`src/rtl/reload_timer_regs.svh`:
```
// register map, field positions, reset values and counts of the timer
// assumes byte addresses on a 32-bit apb, one word per register
`ifndef RELOAD_TIMER_REGS_SVH
`define RELOAD_TIMER_REGS_SVH

// word offsets inside one channel, channel select bit in the address
`define TMR_OFF_CTRL     2'h0
`define TMR_OFF_COUNT    2'h1
`define TMR_OFF_RELOAD   2'h2
`define TMR_CH_BIT       4
`define TMR_ADDR_W       12

// control and status field positions
`define TMR_B_TRG        0
`define TMR_B_CE         1
`define TMR_B_UF         2
`define TMR_B_IE         3
`define TMR_B_AUTO_RELOAD_EN       4
`define TMR_B_POL        5
`define TMR_B_DRV        6
`define TMR_B_EDGE_LO    7
`define TMR_B_EDGE_HI    8
`define TMR_B_GATE       9
`define TMR_B_CLK_LO     10
`define TMR_B_CLK_HI     11

// reset values and the count left by a one-shot underflow
`define TMR_CTRL_RST     16'h0000
`define TMR_COUNT_RST    16'h0000
`define TMR_RELOAD_RST   16'h0000
`define TMR_UF_VALUE     16'hFFFF

// prescaler tap masks: divide by 2, 8 and 32
`define TMR_PRE_DIV2     5'h01
`define TMR_PRE_DIV8     5'h07
`define TMR_PRE_DIV32    5'h1F

// cycles from a start trigger to the counter load
`define TMR_LOAD_CYC     1

`endif

```
`src/rtl/reload_timer_pkg.sv`:
```
// types shared by the reload timer
// assumes the constants header is included by the design file
package reload_timer_pkg;

    // counter state: stopped, waiting for trigger, running
    typedef enum logic [1:0] {
        ST_STOP = 2'b00,
        ST_WAIT = 2'b01,
        ST_RUN  = 2'b10
    } tmr_state_e;

    // writable configuration of one channel
    typedef struct packed {
        logic [1:0] clk_src;
        logic       gate_select;
        logic [1:0] edge_sel;
        logic       pin_drive_en;
        logic       pin_polarity;
        logic       auto_reload_en;
        logic       irq_enable;
    } tmr_cfg_s;

    // one decoded apb register write
    typedef struct packed {
        logic       ctrl;
        logic       reload;
        logic [15:0] data;
    } tmr_wr_s;

endpackage : reload_timer_pkg

```
`src/rtl/reload_down_timer_16bit.sv`:
```
// two-channel 16-bit reload down-timer with apb register access
// assumes asynchronous pin inputs and a master that honours pready
`include "reload_timer_regs.svh"
`timescale 1ns/10ps
`default_nettype none

module reload_down_timer_16bit (
    // clock and reset
    input  wire logic        clk_i,
    input  wire logic        rstn_i,
    // apb slave
    input  wire logic        psel_i,
    input  wire logic        penable_i,
    input  wire logic        pwrite_i,
    input  wire logic [11:0] paddr_i,
    input  wire logic [31:0] pwdata_i,
    output logic      [31:0] prdata_o,
    output logic             pready_o,
    output logic             pslverr_o,
    // timer pins and service
    input  wire logic [1:0]  ext_in_pin_i,
    input  wire logic [1:0]  iio_clear_i,
    output logic      [1:0]  timer_out_pin_o,
    output logic      [1:0]  pin_drive_en_o,
    output logic      [1:0]  irq_o
);
    import reload_timer_pkg::*;

    // bus decode
    logic        acc;
    logic        wr;
    logic        ch_sel;
    logic [1:0]  reg_sel;
    logic        mapped;
    logic        pready_q;

    // per-channel state seen by the read mux
    tmr_cfg_s    cfg_q    [2];
    tmr_state_e  state_q  [2];
    logic        uf_q     [2];
    logic [15:0] cnt_q    [2];
    logic [15:0] rld_q    [2];

    assign acc     = psel_i & penable_i;
    assign wr      = acc & pready_q & pwrite_i;
    assign ch_sel  = paddr_i[`TMR_CH_BIT];
    assign reg_sel = paddr_i[3:2];
    // only two channels of three words each are decoded
    assign mapped  = (paddr_i[11:5] == 7'h00) & (paddr_i[1:0] == 2'h0)
                   & (reg_sel != 2'h3);

    // one wait state: pready rises in the second access cycle
    always_ff @(posedge clk_i or negedge rstn_i) begin
        if (!rstn_i) begin
            pready_q <= 1'b0;
        end else begin
            pready_q <= acc & ~pready_q;
        end
    end

    // error flag rides with pready for unmapped words
    always_ff @(posedge clk_i or negedge rstn_i) begin
        if (!rstn_i) begin
            pslverr_o <= 1'b0;
        end else begin
            pslverr_o <= acc & ~pready_q & ~mapped;
        end
    end

    // read data captured together with pready
    always_ff @(posedge clk_i or negedge rstn_i) begin
        if (!rstn_i) begin
            prdata_o <= 32'h0000_0000;
        end else if (acc & ~pready_q & ~pwrite_i & mapped) begin
            case (reg_sel)
                `TMR_OFF_CTRL: begin
                    prdata_o <= {16'h0000, 4'h0,
                        cfg_q[ch_sel].clk_src,
                        cfg_q[ch_sel].gate_select,
                        cfg_q[ch_sel].edge_sel,
                        cfg_q[ch_sel].pin_drive_en,
                        cfg_q[ch_sel].pin_polarity,
                        cfg_q[ch_sel].auto_reload_en,
                        cfg_q[ch_sel].irq_enable,
                        uf_q[ch_sel],
                        state_q[ch_sel] != ST_STOP,
                        1'b0};
                end
                `TMR_OFF_COUNT: begin
                    prdata_o <= {16'h0000, cnt_q[ch_sel]};
                end
                `TMR_OFF_RELOAD: begin
                    prdata_o <= {16'h0000, rld_q[ch_sel]};
                end
                default: begin
                    prdata_o <= 32'h0000_0000;
                end
            endcase
        end else begin
            prdata_o <= 32'h0000_0000;
        end
    end

    assign pready_o = pready_q;

    // one identical channel per timer
    genvar i;
    generate
        for (i = 0; i < 2; i++) begin : g_ch
            tmr_wr_s    w;
            logic [2:0] sync_q;
            logic       pin_now;
            logic       rise;
            logic       fall;
            logic       edge_hit;
            logic       ext_mode;
            logic       trig;
            logic       load_q;
            logic [4:0] pre_q;
            logic [4:0] mask;
            logic       tick;
            logic       gate_ok;
            logic       count;
            logic       uf_ev;
            logic       tog_q;

            // register strobes for this channel
            assign w.ctrl   = wr & mapped & (ch_sel == 1'(i))
                            & (reg_sel == `TMR_OFF_CTRL);
            assign w.reload = wr & mapped & (ch_sel == 1'(i))
                            & (reg_sel == `TMR_OFF_RELOAD);
            assign w.data   = pwdata_i[15:0];

            // two-stage synchroniser, third stage for edges
            always_ff @(posedge clk_i or negedge rstn_i) begin
                if (!rstn_i) begin
                    sync_q <= 3'h0;
                end else begin
                    sync_q <= {sync_q[1:0], ext_in_pin_i[i]};
                end
            end

            assign pin_now = sync_q[1];
            assign rise    = sync_q[1] & ~sync_q[2];
            assign fall    = ~sync_q[1] & sync_q[2];

            // selected edge, shared by trigger and event modes
            always_comb begin
                case (cfg_q[i].edge_sel)
                    2'h1:    edge_hit = rise;
                    2'h2:    edge_hit = fall;
                    2'h3:    edge_hit = rise | fall;
                    default: edge_hit = 1'b0;
                endcase
            end

            assign ext_mode = cfg_q[i].clk_src == 2'h3;

            // soft trigger may come with the enable in the same write
            assign trig = (w.ctrl & w.data[`TMR_B_TRG]
                          & w.data[`TMR_B_CE])
                        | (~ext_mode & ~cfg_q[i].gate_select
                          & edge_hit & (state_q[i] != ST_STOP));

            // load follows the trigger by one clock
            always_ff @(posedge clk_i or negedge rstn_i) begin
                if (!rstn_i) begin
                    load_q <= 1'b0;
                end else begin
                    load_q <= trig;
                end
            end

            // prescaler tap for the internal clock
            always_comb begin
                case (cfg_q[i].clk_src)
                    2'h0:    mask = `TMR_PRE_DIV2;
                    2'h1:    mask = `TMR_PRE_DIV8;
                    default: mask = `TMR_PRE_DIV32;
                endcase
            end

            // free running, cleared on a start so the first
            // count clock has its full period
            always_ff @(posedge clk_i or negedge rstn_i) begin
                if (!rstn_i) begin
                    pre_q <= 5'h00;
                end else if (load_q) begin
                    pre_q <= 5'h00;
                end else begin
                    pre_q <= pre_q + 5'h01;
                end
            end

            assign tick    = ext_mode ? edge_hit
                                      : ((pre_q & mask) == mask);
            assign gate_ok = ext_mode | ~cfg_q[i].gate_select
                           | (pin_now == cfg_q[i].edge_sel[0]);
            assign count   = (state_q[i] == ST_RUN) & tick
                           & gate_ok & ~load_q;
            assign uf_ev   = count & (cnt_q[i] == 16'h0000);

            // stop, wait and run
            always_ff @(posedge clk_i or negedge rstn_i) begin
                if (!rstn_i) begin
                    state_q[i] <= ST_STOP;
                end else if (w.ctrl & ~w.data[`TMR_B_CE]) begin
                    state_q[i] <= ST_STOP;
                end else if (load_q & (state_q[i] != ST_STOP)) begin
                    state_q[i] <= ST_RUN;
                end else if (w.ctrl & (state_q[i] == ST_STOP)) begin
                    state_q[i] <= ST_WAIT;
                end else if (uf_ev & ~cfg_q[i].auto_reload_en) begin
                    state_q[i] <= ST_WAIT;
                end
            end

            // down counter
            always_ff @(posedge clk_i or negedge rstn_i) begin
                if (!rstn_i) begin
                    cnt_q[i] <= `TMR_COUNT_RST;
                end else if (load_q & (state_q[i] != ST_STOP)) begin
                    cnt_q[i] <= rld_q[i];
                end else if (uf_ev) begin
                    cnt_q[i] <= cfg_q[i].auto_reload_en
                              ? rld_q[i]
                              : `TMR_UF_VALUE;
                end else if (count) begin
                    cnt_q[i] <= cnt_q[i] - 16'h0001;
                end
            end

            // reload value, whole word per write
            always_ff @(posedge clk_i or negedge rstn_i) begin
                if (!rstn_i) begin
                    rld_q[i] <= `TMR_RELOAD_RST;
                end else if (w.reload) begin
                    rld_q[i] <= w.data;
                end
            end

            // configuration; meant to change only while stopped
            always_ff @(posedge clk_i or negedge rstn_i) begin
                if (!rstn_i) begin
                    cfg_q[i] <= tmr_cfg_s'(9'h000);
                end else if (w.ctrl) begin
                    cfg_q[i] <= w.data[11:3];
                end
            end

            // sticky flag: a new underflow beats any clear
            always_ff @(posedge clk_i or negedge rstn_i) begin
                if (!rstn_i) begin
                    uf_q[i] <= 1'b0;
                end else if (uf_ev) begin
                    uf_q[i] <= 1'b1;
                end else if ((w.ctrl & ~w.data[`TMR_B_UF])
                             | iio_clear_i[i]) begin
                    uf_q[i] <= 1'b0;
                end
            end

            // toggle level starts at polarity on each start
            always_ff @(posedge clk_i or negedge rstn_i) begin
                if (!rstn_i) begin
                    tog_q <= 1'b0;
                end else if (load_q & (state_q[i] != ST_STOP)) begin
                    tog_q <= cfg_q[i].pin_polarity;
                end else if (uf_ev & cfg_q[i].auto_reload_en) begin
                    tog_q <= ~tog_q;
                end
            end

            // pin waveform, select and interrupt all registered
            always_ff @(posedge clk_i or negedge rstn_i) begin
                if (!rstn_i) begin
                    timer_out_pin_o[i] <= 1'b0;
                    pin_drive_en_o[i]  <= 1'b0;
                    irq_o[i]           <= 1'b0;
                end else begin
                    timer_out_pin_o[i] <= cfg_q[i].auto_reload_en
                        ? tog_q
                        : ((state_q[i] == ST_RUN)
                           ^ cfg_q[i].pin_polarity);
                    pin_drive_en_o[i]  <= cfg_q[i].pin_drive_en;
                    irq_o[i] <= uf_q[i] & cfg_q[i].irq_enable;
                end
            end
        end
    endgenerate

endmodule : reload_down_timer_16bit

`default_nettype wire

```
`config.mk`:
```
export PLATFORM = sky130hd
export DESIGN_NAME = reload_down_timer_16bit
export DESIGN_NICKNAME = d
export VERILOG_FILES = /design/src/rtl/reload_timer_pkg.sv /design/src/rtl/reload_down_timer_16bit.sv
export VERILOG_INCLUDE_DIRS = /design/src /design/src/rtl
export SDC_FILE = /design/constraint.sdc
export NUM_CORES = 1
export LEC_CHECK = 0
export BUFFER_PORTS_ARGS = -buffer_cell sky130_fd_sc_hd__buf_2
export CORE_ASPECT_RATIO = 1.25
export CORE_UTILIZATION = 50
export CTS_BUF_LIST = sky130_fd_sc_hd__clkbuf_2 sky130_fd_sc_hd__clkbuf_4 sky130_fd_sc_hd__clkbuf_8
export DETAILED_ROUTE_END_ITERATION = 12
export PLACE_DENSITY = 0.75
export REMOVE_ABC_BUFFERS = 1
export SYNTH_ARGS = -nofsm -noshare
export SYNTH_HDL_FRONTEND = slang
export SYNTH_SLANG_ARGS = --single-unit
```
`constraint.sdc`:
```
create_clock -name clk_i -period 2.75 [get_ports clk_i]
set_input_delay 0.275 -clock clk_i [delete_from_list [all_inputs] [get_ports clk_i]]
set_output_delay 0.275 -clock clk_i [all_outputs]
set_load 0.03 [all_outputs]
```
; Yosys cells after proc, flatten, opt, wreduce, memory -nomap -nowiden
; Index checks and enable logic that the tools add are counted.
[word_totals]
ff_bits = 148
out_inout_bits = 40
elab_cells = 221
[op_classes]
add_sub_neg = 4
magnitude_cmp = 1
n_eq_ne = 19
n_mux = 51
n_bitwise = 87
n_reduce_logical = 20
[op_table]
columns = op, count
row1 = 16-bit two-way mux, 15
row2 = 1-bit bitwise AND, 52
row3 = 16-bit case mux with 3 select lines, 1
row4 = 16-bit zero test, 2
row5 = 16-bit by 1-bit subtractor with 16-bit output (second input constant), 2
row6 = 9-bit two-way mux, 3
row7 = 2-bit two-way mux, 11
row8 = 1-bit NOT, 20
row9 = 5-bit case mux with 2 select lines, 2
row10 = 2-bit == test (second input constant), 9
row11 = 1-bit two-way mux, 15
row12 = 2-bit nonzero test, 7
row13 = 2-bit zero test, 6
row14 = 5-bit by 1-bit adder with 5-bit output (second input constant), 2
row15 = 5-bit bitwise AND, 2
row16 = 2-bit by 1-bit == test with 1-bit output (second input constant), 5
row17 = 5-bit == test, 2
row18 = 5-bit two-way mux, 2
row19 = 1-bit OR, 10
row20 = 4-bit nonzero test, 2
row21 = 7-bit zero test, 1
row22 = 1-bit case mux with 3 select lines, 2
row23 = 3-bit nonzero test, 2
row24 = 1-bit == test, 2
row25 = 4 further kinds, 5

; Longest topological paths before layout
[logic_depth]
word_depth = 14
ltp_mapped = 10

; Worst setup path after synthesis
; Ideal clock, no wire load.
[synth_path]
kind = register -> register
start = register cnt_q[19] (netlist bit)
end = register cnt_q[31] (netlist bit)
setup_ns = 0.126
t_arrival_ns = 2.603
slack_ns = 0.021
path_stages_with_launch = 8
synth_period_minus_slack_ns = 2.729
path_cell_list = dfrtp_1 -> or4_1 -> buf_2 -> or4_4 -> or2_4 -> or4_1 -> o21a_1 -> o32a_1
[synth_via]
elab_chain_cells = 4
elab_cells_between_ends = 7
[synth_lines]
columns = item, line_no
row1 = start: declaration, reload_down_timer_16bit.sv:41  ; logic [15:0] cnt_q [2];
row2 = start signal: indexed assignment, reload_down_timer_16bit.sv:221  ; cnt_q[i] <= `TMR_COUNT_RST;
row3 = start signal: indexed assignment, reload_down_timer_16bit.sv:223  ; cnt_q[i] <= rld_q[i];
row4 = start signal: indexed assignment, reload_down_timer_16bit.sv:225  ; cnt_q[i] <= cfg_q[i].auto_reload_en
row5 = 16-bit by 1-bit subtractor with 16-bit output or 16-bit zero test (tied branches), "reload_down_timer_16bit.sv:229, reload_down_timer_16bit.sv:201"
row6 = 16-bit two-way mux or 1-bit bitwise AND (tied branches), "reload_down_timer_16bit.sv:228, reload_down_timer_16bit.sv:201"
row7 = 16-bit two-way mux, reload_down_timer_16bit.sv:224  ; end else if (uf_ev) begin
row8 = 16-bit two-way mux, reload_down_timer_16bit.sv:222  ; end else if (load_q & (state_q[i] != ST_STOP)) begin
; Several ways; a longest one is shown, not always the timed one. The select of a mux whose other input is x is not followed.
; A chain may end at the register's enable or synchronous reset.

; Worst setup path after layout
[layout_path]
start = register cnt_q[21] (netlist bit)
end = register cnt_q[31] (netlist bit)
; The elaborated chain is that of the path after synthesis.

==> reports/qor.yml <==
drc: 0
rsz0062_at_grt: "false"
routabilityCongestion: 0.903
grt_max_degree: 63
dr_total_vias: 5590
place.port_buffers: 60
whs_endpoint: "pready_o"
synth_commonest_cells: "dfrtp_1, nor2_1, mux2_2"
ir_drop_mv: 0.457
fill_cells: 1110
cts_max_level: 4
final_core_util_pct: 59.6
worstHoldStart: "psel_i"
start_util_pct: 51.4
outcome: "completed"
reg2reg_from: "cnt_q[21]"
cts_sinks: 132
timing.final.hold_violations: 0
routedWlPerCell_um: 19.5
dieArea_mm2: 0.0141
core_mm2: 0.0132
timing.hold.ws_ns: 0.0914
grt-ovfl-total: 0
relSlewSlack_pct: 56.4
ys_seq_elements: 132
syn_to_final_growth_pct: 16.1
p_total_mw: 4.04
drt_iter0_markers: 364
drv_slew: 0
clk_latency_ns: 0.45
synth_area_mm2: 0.00680
synth-edff-count: 0
worst_slew_pin_slew_ns: 0.653
diodes: 0
yosysTopAreaCell: "dfrtp_1"
critPathMaxFanout: 5
cts-root-buf: "clkbuf_8"
synth-main-ff-cell: "dfrtp_1"
async_flop_share_pct: 100
num_rows: 47
antenna_found_initial: 0
cts_made_buffers: 17
yosysWarnings: 0
synth.area.top_cells: "dfrtp_1, mux2_2, mux2i_1, nor2_1, a211oi_1"
yosysSeqAreaShare_pct: 48.6
pwr-share-clk_pct: 45.0
track_usage_pct: 26.7
reg2regPathDepth: 6
drt_pass1_iterations: 5
period_share_pct: 97.4
grt_pass1_vias: 5762
synth_top_area_share_pct: 48.6
fin_tns_setup_ns: 0
cts_buffer_depth: 2
p_sw_share_pct: 23.7
grt_pass1_wl_um: 29000
p_sw_uw: 958
postSynthAreaPerCell_um2: 10.5
synth_most_common_cell: "dfrtp_1"
max_freq_ghz: 0.374
path_clk_slew_ns: 0.08
ys_types: 61
p_int_mw: 3.08
dp.final_hpwl_um: 12500
nNetsFinal: 790
hold_depth: 3
cp-start-kind: "register"
synth_cells: 648
worstPathRequired_ns: 3.08
leakagePower_nw: 3.77
cts_tree: "built"
fin_skew_ns: 0.0158
ant_nets: 0
r2r_end: "cnt_q[31]"
fin_crit_ns: 2.68
share_seq_of_total_power_pct: 49.2
maxCapViolations: 0
die_y_um: 132
cp.arrival_ns: 3.01
routed_wl_um: 17800
power_density_mw_per_mm2: 512
ioPinCount: 93
hp-class: "in -> reg"
path_class: "reg -> reg"
drive_gt1_share_pct: 25.6
setup_viol_count_final: 0
postCtsSetupRepairBufs: 0
vias_per_cell: 6.12
p_comb_share_pct: 5.9
crit_path_end_kind: "register"
reg2reg_slack_ns: 0.07
chipWidth_um: 106
-- metal layers --
layer / share of wire (%) / vias to the layer above / GRT usage [%]
met2: 52 / 230 / 45.6
met1: 39 / 2772 / 31.5
met5: 0 / - / 0
li1: - / 2530 / -
met3: 5.7 / 58 / 6.03
met4: 3.8 / 0 / 13.2
-- what timing repair did --
action                     in CTS  in global routing
resized for setup               0                  3
hold buffers                    3                  0
hold endpoints to repair       42                  0
setup endpoints to repair       0                  9
-- power by group through the flow --
stage	clock [mW]	combinational (mW)	sequential [mW]
final	1.82	0.237	1.99
after floorplan	0	0.0940	2.02
after global placement	0	0.225	2.02
after global routing	1.91	0.260	1.99
after CTS	1.84	0.238	1.99
after detailed placement	0	0.233	2.03
-- placed cells by master (no fill, tap or decap), drive strengths merged, types with 5 or more instances in the layout --
| master | count |
|---|---|
| dfrtp | 132 |
| buf | 96 |
| nor2 | 66 |
| mux2 | 48 |
| nand2 | 30 |
| a211oi | 29 |
| mux2i | 29 |
| o21ai | 27 |
| a21oi | 22 |
| clkbuf | 20 |
| nor3 | 17 |
| conb | 16 |
| nor2b | 14 |
| nand3 | 14 |
| xor2 | 14 |
| inv | 12 |
| a2bb2oi | 10 |
| o211ai | 8 |
| o32a | 8 |
| ha | 8 |
| o22ai | 7 |
| o2bb2ai | 7 |
| o21a | 7 |
| or4 | 7 |
| or3 | 6 |
| or2 | 5 |
| clkinv | 5 |
-- registers in the layout (all words and copies together), names as in the netlist, 4 cells and up --
name         cells
state_q          4
cnt_q           32
rld_q           32
prdata_o        16
g_ch.sync_q      6
cfg_q           18
g_ch.pre_q      10
-- worst max-delay path by stage --
stage / startpoint / slack [ns] / endpoint
finish: cnt_q[21] / 0.07 / cnt_q[31]
global route: cnt_q[19] / 0.002 / cnt_q[31]
CTS: cnt_q[21] / 0.08 / cnt_q[31]
detailed placement: cnt_q[19] / 0.09 / cnt_q[31]
global placement: cnt_q[21] / 0.14 / cnt_q[31]
floorplan: paddr_i[10] / 0.006 / rld_q[17]
-- logic make-up after synthesis --
family | synth area share, %
AOI/OAI and AO/OA | 17.4
xor gates and xnor gates | 2.32
adders and majority gates | 1.47
buffers and inverters | 4.46
DFF | 48.6
muxes | 12.2
other | 0.0552
and+or+nand+nor | 13.4
-- final cells by class --
type / instances / area, um^2 / share of cell area [%]
Tap cell: 171 / 214 / 2.71
Timing Repair Buffer: 99 / 619 / 7.85
Inverter: 12 / 45.0 / 0.571
Multi-Input combinational cell: 467 / 3260 / 41.3
Sequential cell: 132 / 3300 / 41.9
Clock buffer: 20 / 269 / 3.41
Clock inverter: 12 / 179 / 2.27
-- worst max-delay path: stages, from the launching register on --
cell and delay, ns:
dfrtp_1 0.42, or4_1 0.53, or4_4 0.44, or2_4 0.27
or4_1 0.44, o21a_1 0.19, o32a_1 0.28
-- metrics by stage --
stage | area [um^2] | setup slack [ns] | cells
4_1_cts | 7880 | 0.0800 | 913
3_3_place_gp | 7400 | 0.145 | 878
3_5_place_dp | 7400 | 0.0935 | 878
6_report | 7890 | 0.0728 | 913
2_1_floorplan | 6590 | 0.00559 | 611
5_1_grt | 7890 | 0.00176 | 913
Power figures use the tool's default switching activity.
